--- src/rtl/cmd_escape_pkg.sv ---
// Constants, codes and state encodings of the command escape and diagnostics block.
// Assumes one 200 MHz system clock and a serial byte stream already deframed upstream.
package cmd_escape_pkg;

    localparam int CLK_PERIOD_NS = 5;
    localparam int MS_UNIT_NS = 1000000;
    localparam int MS_CYCLES = (MS_UNIT_NS + CLK_PERIOD_NS - 1) / CLK_PERIOD_NS;
    localparam int IDLE_UNIT_MS = 100;
    localparam logic [6:0] IDLE_SUB_LAST = 7'(IDLE_UNIT_MS - 1);

    localparam logic [15:0] TIMEOUT_RST = 16'h0064;
    localparam logic [15:0] TIMEOUT_MIN = 16'h0002;
    localparam logic [15:0] TIMEOUT_MAX = 16'h028f;
    localparam logic [15:0] GUARD_RST = 16'h03e8;
    localparam logic [15:0] GUARD_MIN = 16'h0001;
    localparam logic [15:0] GUARD_MAX = 16'h0ce4;
    localparam logic [7:0] ESC_CHAR_RST = 8'h2b;
    localparam logic [1:0] ESC_CHAR_COUNT = 2'h3;

    // Identity defaults are arbitrary values.
    localparam logic [11:0] FW_MAIN_RELEASE_DEF = 12'h4c3;
    localparam logic [3:0] FW_REVISION_DEF = 4'h7;
    localparam logic [7:0] HW_MODULE_TYPE_DEF = 8'h5e;
    localparam logic [7:0] HW_REVISION_DEF = 8'h03;

    localparam logic [7:0] JOIN_OK = 8'h00;
    localparam logic [7:0] JOIN_NO_PANS = 8'h21;
    localparam logic [7:0] JOIN_NO_VALID_PANS = 8'h22;
    localparam logic [7:0] JOIN_NOT_PERMITTED = 8'h23;
    localparam logic [7:0] JOIN_NO_BEACONS = 8'h24;
    localparam logic [7:0] JOIN_UNEXPECTED = 8'h25;
    localparam logic [7:0] JOIN_ATTEMPT_FAIL = 8'h27;
    localparam logic [7:0] JOIN_START_FAIL = 8'h2a;
    localparam logic [7:0] JOIN_CHECKING = 8'h2b;
    localparam logic [7:0] JOIN_LEAVE_FAIL = 8'h2c;
    localparam logic [7:0] JOIN_NO_RESPONSE = 8'hab;
    localparam logic [7:0] JOIN_KEY_UNSECURED = 8'hac;
    localparam logic [7:0] JOIN_BAD_LINK_KEY = 8'had;
    localparam logic [7:0] JOIN_SCANNING = 8'hff;
    localparam logic [7:0] JOIN_RST = JOIN_SCANNING;

    typedef enum logic [2:0] {
        CMD_FIRMWARE = 3'h0,
        CMD_HARDWARE = 3'h1,
        CMD_JOIN = 3'h2,
        CMD_TIMEOUT = 3'h3,
        CMD_GUARD = 3'h4,
        CMD_ESCAPE = 3'h5,
        CMD_LEAVE = 3'h6,
        CMD_APPLY = 3'h7
    } cmd_code_e;

    typedef enum logic [3:0] {
        SEQ_WAIT = 4'b0001,
        SEQ_CHARS = 4'b0010,
        SEQ_POST = 4'b0100,
        SEQ_CMD = 4'b1000
    } seq_state_e;

endpackage : cmd_escape_pkg

--- src/rtl/ms_tick_gen.sv ---
// Millisecond tick generator with a restart input.
// Assumes the caller gives the tick length in system clock cycles.
`timescale 1ns/1ps
module ms_tick_gen #(
    parameter int TICK_CYCLES = cmd_escape_pkg::MS_CYCLES
) (
    input wire logic clk_sys,
    input wire logic resetn,
    input wire logic ce,
    input wire logic restart,
    output logic tick
);

    logic [31:0] countFF;
    logic atLast;

    assign atLast = (countFF == 32'(TICK_CYCLES - 1));
    assign tick = ce && !restart && atLast;

    // A restart realigns the tick phase to the event that caused it.
    always_ff @(posedge clk_sys or negedge resetn) begin
        if (!resetn) begin
            countFF <= 32'h0;
        end else if (ce) begin
            if (restart || atLast) begin
                countFF <= 32'h0;
            end else begin
                countFF <= countFF + 32'h1;
            end
        end
    end

endmodule : ms_tick_gen

--- src/rtl/command_escape_and_diagnostics.sv ---
// Escape sequence detector, command state timer and diagnostic words of the serial interface.
// Assumes an upstream receiver gives one byte per rxValid pulse and an upstream parser
// turns command text into one cmdValid request, answered one cycle later.
`timescale 1ns/1ps
module command_escape_and_diagnostics #(
    parameter int MS_CYCLES = cmd_escape_pkg::MS_CYCLES,
    parameter logic [11:0] FW_MAIN_RELEASE = cmd_escape_pkg::FW_MAIN_RELEASE_DEF,
    parameter logic [3:0] FW_REVISION = cmd_escape_pkg::FW_REVISION_DEF,
    parameter logic [7:0] HW_MODULE_TYPE = cmd_escape_pkg::HW_MODULE_TYPE_DEF,
    parameter logic [7:0] HW_REVISION = cmd_escape_pkg::HW_REVISION_DEF
) (
    input wire logic clk_sys,
    input wire logic resetn,
    input wire logic ce,
    input wire logic framedMode,
    input wire logic rxValid,
    input wire logic [7:0] rxData,
    output logic passValid,
    output logic [7:0] passData,
    input wire logic cmdValid,
    input wire logic [2:0] cmdCode,
    input wire logic cmdWrite,
    input wire logic [15:0] cmdWdata,
    output logic rspValid,
    output logic [15:0] rspData,
    output logic rspError,
    output logic commandState,
    output logic applyPulse,
    input wire logic joinLoad,
    input wire logic [7:0] joinCode,
    output logic [7:0] joinStatus,
    output logic joined
);

    function automatic logic in_range(input logic [15:0] val, input logic [15:0] lo,
                                      input logic [15:0] hi);
        in_range = (val >= lo) && (val <= hi);
    endfunction : in_range

    cmd_escape_pkg::seq_state_e seqFF;
    logic [1:0] escCountFF;
    logic [15:0] silenceMsFF;
    logic [6:0] idleSubFF;
    logic [15:0] idleUnitsFF;
    logic [15:0] timeoutActiveFF;
    logic [15:0] timeoutPendingFF;
    logic [15:0] guardActiveFF;
    logic [15:0] guardPendingFF;
    logic [7:0] escActiveFF;
    logic [7:0] escPendingFF;
    logic [7:0] joinStatusFF;
    logic joinedFF;
    logic passValidFF;
    logic [7:0] passDataFF;
    logic rspValidFF;
    logic [15:0] rspDataFF;
    logic rspErrorFF;
    logic applyFF;

    logic msTick;
    logic inCmd;
    logic guardMet;
    logic isEsc;
    logic timeoutHit;
    logic cmdErr;
    logic [15:0] cmdRdata;
    logic cmdAccept;
    logic leaveAccept;
    logic applyAccept;
    logic [15:0] firmwareWord;
    logic [15:0] hardwareWord;

    assign firmwareWord = {FW_MAIN_RELEASE, FW_REVISION};
    assign hardwareWord = {HW_MODULE_TYPE, HW_REVISION};
    assign inCmd = (seqFF == cmd_escape_pkg::SEQ_CMD);
    assign guardMet = (silenceMsFF >= guardActiveFF);
    assign isEsc = (rxData == escActiveFF);
    assign timeoutHit = (idleUnitsFF >= timeoutActiveFF);
    assign cmdAccept = cmdValid && !cmdErr;
    assign leaveAccept = cmdAccept && (cmdCode == cmd_escape_pkg::CMD_LEAVE);
    assign applyAccept = cmdAccept && (cmdCode == cmd_escape_pkg::CMD_APPLY);

    ms_tick_gen #(
        .TICK_CYCLES(MS_CYCLES)
    ) u_tick (
        .clk_sys(clk_sys),
        .resetn(resetn),
        .ce(ce),
        .restart(rxValid || cmdAccept),
        .tick(msTick)
    );

    // Command decode; every command is refused outside command state.
    always_comb begin
        cmdErr = 1'b0;
        cmdRdata = 16'h0000;
        unique case (cmdCode)
            cmd_escape_pkg::CMD_FIRMWARE: begin
                cmdRdata = firmwareWord;
                cmdErr = cmdWrite;
            end
            cmd_escape_pkg::CMD_HARDWARE: begin
                cmdRdata = hardwareWord;
                cmdErr = cmdWrite;
            end
            cmd_escape_pkg::CMD_JOIN: begin
                cmdRdata = {8'h00, joinStatusFF};
                cmdErr = cmdWrite;
            end
            cmd_escape_pkg::CMD_TIMEOUT: begin
                cmdRdata = timeoutPendingFF;
                cmdErr = cmdWrite && !in_range(cmdWdata, cmd_escape_pkg::TIMEOUT_MIN,
                                               cmd_escape_pkg::TIMEOUT_MAX);
            end
            cmd_escape_pkg::CMD_GUARD: begin
                cmdRdata = guardPendingFF;
                cmdErr = cmdWrite && !in_range(cmdWdata, cmd_escape_pkg::GUARD_MIN,
                                               cmd_escape_pkg::GUARD_MAX);
            end
            cmd_escape_pkg::CMD_ESCAPE: begin
                cmdRdata = {8'h00, escPendingFF};
                cmdErr = framedMode || (cmdWrite && (cmdWdata[15:8] != 8'h00));
            end
            cmd_escape_pkg::CMD_LEAVE: begin
                cmdRdata = 16'h0000;
            end
            cmd_escape_pkg::CMD_APPLY: begin
                cmdRdata = 16'h0000;
            end
        endcase
        if (!inCmd) begin
            cmdErr = 1'b1;
        end
    end

    // Escape sequence detection and command state.
    always_ff @(posedge clk_sys or negedge resetn) begin
        if (!resetn) begin
            seqFF <= cmd_escape_pkg::SEQ_WAIT;
            escCountFF <= 2'h0;
        end else if (ce) begin
            unique case (seqFF)
                cmd_escape_pkg::SEQ_WAIT: begin
                    if (rxValid && !framedMode && isEsc && guardMet) begin
                        seqFF <= cmd_escape_pkg::SEQ_CHARS;
                        escCountFF <= 2'h1;
                    end
                end
                cmd_escape_pkg::SEQ_CHARS: begin
                    if (framedMode) begin
                        seqFF <= cmd_escape_pkg::SEQ_WAIT;
                    end else if (rxValid && isEsc) begin
                        escCountFF <= escCountFF + 2'h1;
                        if (escCountFF == cmd_escape_pkg::ESC_CHAR_COUNT - 2'h1) begin
                            seqFF <= cmd_escape_pkg::SEQ_POST;
                        end
                    end else if (rxValid) begin
                        seqFF <= cmd_escape_pkg::SEQ_WAIT;
                    end
                end
                cmd_escape_pkg::SEQ_POST: begin
                    if (rxValid || framedMode) begin
                        seqFF <= cmd_escape_pkg::SEQ_WAIT;
                    end else if (guardMet) begin
                        seqFF <= cmd_escape_pkg::SEQ_CMD;
                    end
                end
                cmd_escape_pkg::SEQ_CMD: begin
                    if (leaveAccept || timeoutHit) begin
                        seqFF <= cmd_escape_pkg::SEQ_WAIT;
                    end
                end
            endcase
        end
    end

    // Silence since the last received byte, in milliseconds, saturating.
    always_ff @(posedge clk_sys or negedge resetn) begin
        if (!resetn) begin
            silenceMsFF <= 16'h0000;
        end else if (ce) begin
            if (rxValid) begin
                silenceMsFF <= 16'h0000;
            end else if (msTick && (silenceMsFF != 16'hffff)) begin
                silenceMsFF <= silenceMsFF + 16'h0001;
            end
        end
    end

    // Inactivity in 100 ms units; a valid command or leaving restarts it.
    always_ff @(posedge clk_sys or negedge resetn) begin
        if (!resetn) begin
            idleSubFF <= 7'h00;
            idleUnitsFF <= 16'h0000;
        end else if (ce) begin
            if (!inCmd || cmdAccept) begin
                idleSubFF <= 7'h00;
                idleUnitsFF <= 16'h0000;
            end else if (msTick) begin
                if (idleSubFF == cmd_escape_pkg::IDLE_SUB_LAST) begin
                    idleSubFF <= 7'h00;
                    if (idleUnitsFF != 16'hffff) begin
                        idleUnitsFF <= idleUnitsFF + 16'h0001;
                    end
                end else begin
                    idleSubFF <= idleSubFF + 7'h01;
                end
            end
        end
    end

    // Queued settings; writes land in the pending copy, leave or apply moves them over.
    always_ff @(posedge clk_sys or negedge resetn) begin
        if (!resetn) begin
            timeoutPendingFF <= cmd_escape_pkg::TIMEOUT_RST;
            guardPendingFF <= cmd_escape_pkg::GUARD_RST;
            escPendingFF <= cmd_escape_pkg::ESC_CHAR_RST;
            timeoutActiveFF <= cmd_escape_pkg::TIMEOUT_RST;
            guardActiveFF <= cmd_escape_pkg::GUARD_RST;
            escActiveFF <= cmd_escape_pkg::ESC_CHAR_RST;
            applyFF <= 1'b0;
        end else if (ce) begin
            applyFF <= leaveAccept || applyAccept;
            if (cmdAccept && cmdWrite) begin
                if (cmdCode == cmd_escape_pkg::CMD_TIMEOUT) begin
                    timeoutPendingFF <= cmdWdata;
                end
                if (cmdCode == cmd_escape_pkg::CMD_GUARD) begin
                    guardPendingFF <= cmdWdata;
                end
                if (cmdCode == cmd_escape_pkg::CMD_ESCAPE) begin
                    escPendingFF <= cmdWdata[7:0];
                end
            end
            if (leaveAccept || applyAccept) begin
                timeoutActiveFF <= timeoutPendingFF;
                guardActiveFF <= guardPendingFF;
                escActiveFF <= escPendingFF;
            end
        end
    end

    // Answer to each command, one cycle after it.
    always_ff @(posedge clk_sys or negedge resetn) begin
        if (!resetn) begin
            rspValidFF <= 1'b0;
            rspDataFF <= 16'h0000;
            rspErrorFF <= 1'b0;
        end else if (ce) begin
            rspValidFF <= cmdValid;
            if (cmdValid) begin
                rspDataFF <= cmdErr ? 16'h0000 : cmdRdata;
                rspErrorFF <= cmdErr;
            end
        end
    end

    // Join status is loaded by the network logic; unknown future codes are kept as given.
    always_ff @(posedge clk_sys or negedge resetn) begin
        if (!resetn) begin
            joinStatusFF <= cmd_escape_pkg::JOIN_RST;
            joinedFF <= 1'b0;
        end else if (ce && joinLoad) begin
            joinStatusFF <= joinCode;
            joinedFF <= (joinCode == cmd_escape_pkg::JOIN_OK);
        end
    end

    // Bytes outside command state go on as ordinary traffic.
    always_ff @(posedge clk_sys or negedge resetn) begin
        if (!resetn) begin
            passValidFF <= 1'b0;
            passDataFF <= 8'h00;
        end else if (ce) begin
            passValidFF <= rxValid && !inCmd;
            if (rxValid) begin
                passDataFF <= rxData;
            end
        end
    end

    assign passValid = passValidFF;
    assign passData = passDataFF;
    assign rspValid = rspValidFF;
    assign rspData = rspDataFF;
    assign rspError = rspErrorFF;
    assign commandState = inCmd;
    assign applyPulse = applyFF;
    assign joinStatus = joinStatusFF;
    assign joined = joinedFF;

    a_fw_read_word: assert property (@(posedge clk_sys) disable iff (!resetn)
        (ce && cmdValid && inCmd && !cmdWrite && cmdCode == cmd_escape_pkg::CMD_FIRMWARE)
        |=> rspValid && !rspError && rspData == {FW_MAIN_RELEASE, FW_REVISION})
        else $error("firmware word answer wrong");

    a_hw_read_word: assert property (@(posedge clk_sys) disable iff (!resetn)
        (ce && cmdValid && inCmd && !cmdWrite && cmdCode == cmd_escape_pkg::CMD_HARDWARE)
        |=> rspValid && rspData[15:8] == HW_MODULE_TYPE && rspData[7:0] == HW_REVISION)
        else $error("hardware word answer wrong");

    a_join_flag_match: assert property (@(posedge clk_sys) disable iff (!resetn)
        joined == (joinStatus == cmd_escape_pkg::JOIN_OK))
        else $error("joined flag disagrees with join status");

    a_join_code_load: assert property (@(posedge clk_sys) disable iff (!resetn)
        (ce && joinLoad) |=> joinStatus == $past(joinCode))
        else $error("join status did not take the reported code");

    a_idle_timeout_exit: assert property (@(posedge clk_sys) disable iff (!resetn)
        (ce && inCmd && !cmdAccept && idleUnitsFF >= timeoutActiveFF) |=> !commandState)
        else $error("command state outlived its timeout");

    a_timeout_range_chk: assert property (@(posedge clk_sys) disable iff (!resetn)
        (ce && cmdValid && inCmd && cmdWrite && cmdCode == cmd_escape_pkg::CMD_TIMEOUT &&
         (cmdWdata < 16'h0002 || cmdWdata > 16'h028f)) |=> rspError && $stable(timeoutPendingFF))
        else $error("out of range timeout accepted");

    a_leave_applies: assert property (@(posedge clk_sys) disable iff (!resetn)
        (ce && inCmd && cmdValid && !cmdWrite && cmdCode == cmd_escape_pkg::CMD_LEAVE)
        |=> !commandState && applyPulse && timeoutActiveFF == $past(timeoutPendingFF))
        else $error("leave did not exit and apply");

    a_guard_before_esc: assert property (@(posedge clk_sys) disable iff (!resetn)
        (ce && seqFF == cmd_escape_pkg::SEQ_WAIT && rxValid && silenceMsFF < guardActiveFF)
        |=> seqFF == cmd_escape_pkg::SEQ_WAIT)
        else $error("escape started without guard silence");

    a_sequence_entry: assert property (@(posedge clk_sys) disable iff (!resetn)
        (ce && seqFF == cmd_escape_pkg::SEQ_POST && !rxValid && !framedMode && guardMet)
        |=> commandState ##1 (commandState || $past(leaveAccept || timeoutHit)))
        else $error("complete escape did not enter command state");

    a_wrong_char_abort: assert property (@(posedge clk_sys) disable iff (!resetn)
        (ce && seqFF == cmd_escape_pkg::SEQ_CHARS && rxValid && !isEsc)
        |=> seqFF == cmd_escape_pkg::SEQ_WAIT && passValid)
        else $error("wrong character did not abort escape");

    a_framed_no_esc: assert property (@(posedge clk_sys) disable iff (!resetn)
        (ce && cmdValid && framedMode && cmdCode == cmd_escape_pkg::CMD_ESCAPE) |=> rspError)
        else $error("escape character offered in framed mode");

    a_ro_write_error: assert property (@(posedge clk_sys) disable iff (!resetn)
        (ce && cmdValid && cmdWrite && cmdCode == cmd_escape_pkg::CMD_JOIN)
        |=> rspError && ($stable(joinStatusFF) || $past(joinLoad)))
        else $error("write to read-only word not refused");

endmodule : command_escape_and_diagnostics

--- config.mk ---
export PLATFORM = sky130hd
export DESIGN_NAME = command_escape_and_diagnostics
export DESIGN_NICKNAME = d
export VERILOG_FILES = /design/src/rtl/cmd_escape_pkg.sv /design/src/rtl/ms_tick_gen.sv /design/src/rtl/command_escape_and_diagnostics.sv
export SDC_FILE = /design/constraint.sdc
export NUM_CORES = 1
export LEC_CHECK = 0
export BUFFER_PORTS_ARGS = -buffer_cell sky130_fd_sc_hd__buf_2
export CORE_MARGIN = 4
export CORE_UTILIZATION = 55
export DETAILED_ROUTE_END_ITERATION = 10
export PLACE_DENSITY = 0.77
export SYNTH_ARGS = -nofsm -noshare
export SYNTH_HDL_FRONTEND = slang
export SYNTH_SLANG_ARGS = --single-unit
export TNS_END_PERCENT = 5
--- constraint.sdc ---
create_clock -name clk_sys -period 2.5 [get_ports clk_sys]
set_input_delay 0.125 -clock clk_sys [delete_from_list [all_inputs] [get_ports clk_sys]]
set_output_delay 0.125 -clock clk_sys [all_outputs]
set_load 0.01 [all_outputs]
==> qor.yml <==
run_status: "complete, but fails checks"
violations_in_the_final_reports: "setup timing"
core-area_um2: 18000
start_util: 0.559
average_wire_per_cell_in_the_routed_design_um: 18.8
first_pass_iters: 5
slew-limit-headroom: 0.509
power.density_nw_per_um2: 536
worst_hold_path.num_cells: 2
die_x_um: 143
post_drt_via_cell_ratio: 5.94
final-setup-viol-count: 5
globalRoute.totalOverflow: 0
worst_path_cell_trace: "inv_2 > ha_4 > a211oi_4 > o21bai_2 > a2111oi_4 > o21ai_2 > or4_4 > and3_4 > mux2_2"
post-route-drc-count: 0
tritoncts.num_buffers: 17
finalCoreUtilization: 0.696
required_worst_endpoint_ns: 2.82
leakage_nw: 6.01
critPathCaptureType: "flip-flop"
num-fill-cells: 1302
postSynthRegisterBits: 194
max_cap_viol_count: 0
cp_slowest_stage_delay_ns: 0.53
grt_first_pass_wirelength_um: 43600
die_area_um2: 20500
synthFlopType: "sky130_fd_sc_hd__dfrtp_1"
hold_viol: 0
hold_start: "cmdWdata[5]"
ant_nets: 0
synth-async-reset-ratio: 1.00
critical_path.startpoint_type: "flip-flop"
hold_path_end: "guardPendingFF[5]"
vias: 8641
max_slew.worst_pin.slew_ns: 0.736
clk_path_buf_depth: 2
post_route_cells_drive_above_1_share: 0.277
clkSlewWorstSetupHoldPaths_ns: 0.08
standard_cell_rows: 49
critPathKind: "reg -> reg"
place_worst_setup_slack_ns: -0.150
shortest_period_the_worst_path_allows_ns: 2.65
skew_ns: 0.00939
portbufs: 80
total_power_w: 0.00670
setup_slack_ns: -0.152
grt_start_max_net_pins: 88
syn_to_final_growth_pct: 24.5
ir_worst_vdd_v: 0.000558
post_syn_instances: 1019
unrepaired_setup_endpoints_after_global_routing: "true"
grt_pass1_vias: 8525
synthesis.nets: 1099
drt-initial-drc-count: 798
antenna_found_initial: 0
place_hpwl_um: 19000
clock_latency_ns: 0.44
post_synth_edffs: 0
finalCritPeriodShare: 1.06
post_synth_num_cell_types: 70
fmaxAchievable_mhz: 377
h_tree_lvls: 4
die-height_um: 143
clock-sinks: 194
mappedNetlistArea_um2: 10000
antenna-diode-count: 0
routed_wirelength_um: 27300
track_usage: 0.268
synth_area_per_cell_um2: 9.86
clock_tree_from_tritoncts: "yes"
timing.rr.start: "guardActiveFF[9]"
r2r_end: "seqFF[2]"
boundaryPins: 81
critical_path_peak_fanout: 4
worst_r2r_path_depth: 9
timing.hold.worst.class: "in -> reg"
share_of_synthesized_area_occupied_by_flip_flops_and_latches: 0.488
finalNetCount: 1292
critical_path_arrival_ns: 2.98
worst_path_max_delay_cell: "sky130_fd_sc_hd__dfstp_2"
reg2reg_setup_slack_ns: -0.15
final-max-slew-violation-count: 0
gp_routability_congestion: 0.938
synth-warning-count: 0
clock_tree.root_cell: "sky130_fd_sc_hd__clkbuf_16"
worst max-delay path by stage:
stage	end	slack, ns	startpoint	cells past startpoint
final	seqFF[2]	-0.15	guardActiveFF[9]	9
after floorplan	escActiveFF[2]	-0.05	cmdWdata[13]	7
after global routing	silenceMsFF[2]	-0.21	u_tick.countFF[21]	10
after global placement	seqFF[2]	-0.1	guardActiveFF[9]	9
after detailed placement	seqFF[2]	-0.15	guardActiveFF[9]	9
after CTS	seqFF[2]	-0.08	guardActiveFF[9]	9
final cells by class:
class / count / area [um^2] / share of cell area
clock buffers: 17 / 425 / 0.0340
clock inverters: 15 / 180 / 0.0144
inverters: 49 / 184 / 0.0147
multi-input cells: 735 / 4970 / 0.398
flip-flops and latches: 194 / 4900 / 0.392
well taps: 229 / 287 / 0.0229
repair buffers: 215 / 1560 / 0.125
cells by family (layout without fill, tap and decap cells):
logic type	count (synthesis)	count (layout)	share of synthesized area
buf+inv	90	296	0.0359
flops	194	194	0.488
fa+ha+maj	37	37	0.0461
compound gates	208	208	0.130
mux	62	62	0.0705
xor+xnor	46	46	0.0401
simple gates	382	382	0.190
state kept, by name, summed over array words and instances, names as in the netlist:
name	count
escCountFF	2
passData	8
guardActiveFF	16
timeoutActiveFF	16
joinStatus	8
rspData	16
seqFF	4
rspError	1
rspValid	1
idleSubFF	7
guardPendingFF	16
timeoutPendingFF	16
passValid	1
u_tick.countFF	32
escActiveFF	8
joined	1
silenceMsFF	16
idleUnitsFF	16
escPendingFF	8
applyPulse	1
cell usage in the layout, fill, tap and decap left out, types with 6 or more instances in the layout:
cell type / instances
sky130_fd_sc_hd__mux2_2: 27
sky130_fd_sc_hd__and3_1: 11
sky130_fd_sc_hd__o31ai_1: 22
sky130_fd_sc_hd__inv_1: 47
sky130_fd_sc_hd__and4_1: 7
sky130_fd_sc_hd__nand3_1: 38
sky130_fd_sc_hd__buf_2: 79
sky130_fd_sc_hd__nor3_1: 18
sky130_fd_sc_hd__clkbuf_16: 17
sky130_fd_sc_hd__a21oi_1: 35
sky130_fd_sc_hd__nor2b_1: 8
sky130_fd_sc_hd__mux2i_1: 10
sky130_fd_sc_hd__o21ai_1: 42
sky130_fd_sc_hd__buf_6: 7
sky130_fd_sc_hd__mux2_4: 6
sky130_fd_sc_hd__ha_1: 34
sky130_fd_sc_hd__nor4_1: 16
sky130_fd_sc_hd__buf_4: 103
sky130_fd_sc_hd__dfstp_2: 35
sky130_fd_sc_hd__o22ai_1: 7
sky130_fd_sc_hd__nor4_2: 6
sky130_fd_sc_hd__xnor2_1: 26
sky130_fd_sc_hd__a31oi_1: 9
sky130_fd_sc_hd__nand4_1: 21
sky130_fd_sc_hd__dfrtp_1: 159
sky130_fd_sc_hd__or3_1: 6
sky130_fd_sc_hd__o21ai_0: 42
sky130_fd_sc_hd__xor2_1: 20
sky130_fd_sc_hd__and2_1: 12
sky130_fd_sc_hd__nand2b_1: 15
sky130_fd_sc_hd__nand2_1: 129
sky130_fd_sc_hd__mux2_1: 19
sky130_fd_sc_hd__nor2_1: 66
sky130_fd_sc_hd__dlygate4sd3_1: 20
worst max-delay path: cells and delay by family, from the launching register on:
family / cells / cell delay (ns)
AO/OA/AOI/OAI: 4 / 0.79
adder cells (fa/ha/maj): 1 / 0.22
buffers and inverters: 1 / 0.04
flip-flops: 1 / 0.53
multiplexers: 1 / 0.27
AND/OR/NAND/NOR: 2 / 0.70
cells in the mapped netlist (all sizes together) (11+ instances only):
cell    number  area [um^2]
a21oi       35          175
and2        12         75.1
and3        13         81.3
buf         11         63.8
clkbuf      30          113
dfrtp      159         3980
dfstp       35          920
ha          37          463
inv         49          184
mux2        52          608
nand2      130          488
nand2b      15         93.8
nand3       38          190
nand4       22          144
nor2        69          262
nor3        21          115
nor4        22          150
o21ai       86          430
o31ai       23          173
xnor2       26          228
xor2        20          175
metal layers:
| layer | routed length (um) | up-vias | GRT usage |
|---|---|---|---|
| met5 | 0 | - | 0 |
| met4 | 627 | 0 | 0.0870 |
| met3 | 1520 | 57 | 0.0492 |
| met2 | 13400 | 291 | 0.437 |
| met1 | 11800 | 4245 | 0.365 |
| li1 | - | 4048 | - |
metrics by stage:
stage	TNS, ns	cell area [um^2]	hold slack, ns	cells
finish	-0.493	12500	0.0152	1454
global route	-2.13	12500	0.0145	1454
CTS	-0.269	12400	0.00168	1454
detailed placement	-2.60	11500	0.235	1395
global placement	-1.07	11500	0.234	1395
floorplan	-0.490	10100	-0.171	1019
timing repair:
item,CTS,global route
hold buffers,20,0
buffers inserted,5,0
pin swaps,9,7
hold endpoints to repair,83,0
gates resized for setup,28,28
gates cloned,2,0
endpoints found under the setup margin,19,72
where the power goes:
| part | leakage (nW) | switching [W] | total, W | internal [W] |
|---|---|---|---|---|
| registers | 2.44 | 0.0000567 | 0.00328 | 0.00322 |
| clock network | 0.296 | 0.00141 | 0.00277 | 0.00136 |
| logic | 3.27 | 0.000384 | 0.000654 | 0.000270 |
| total | 6.01 | 0.00185 | 0.00670 | 0.00485 |
(Power assumes the default switching activity.)
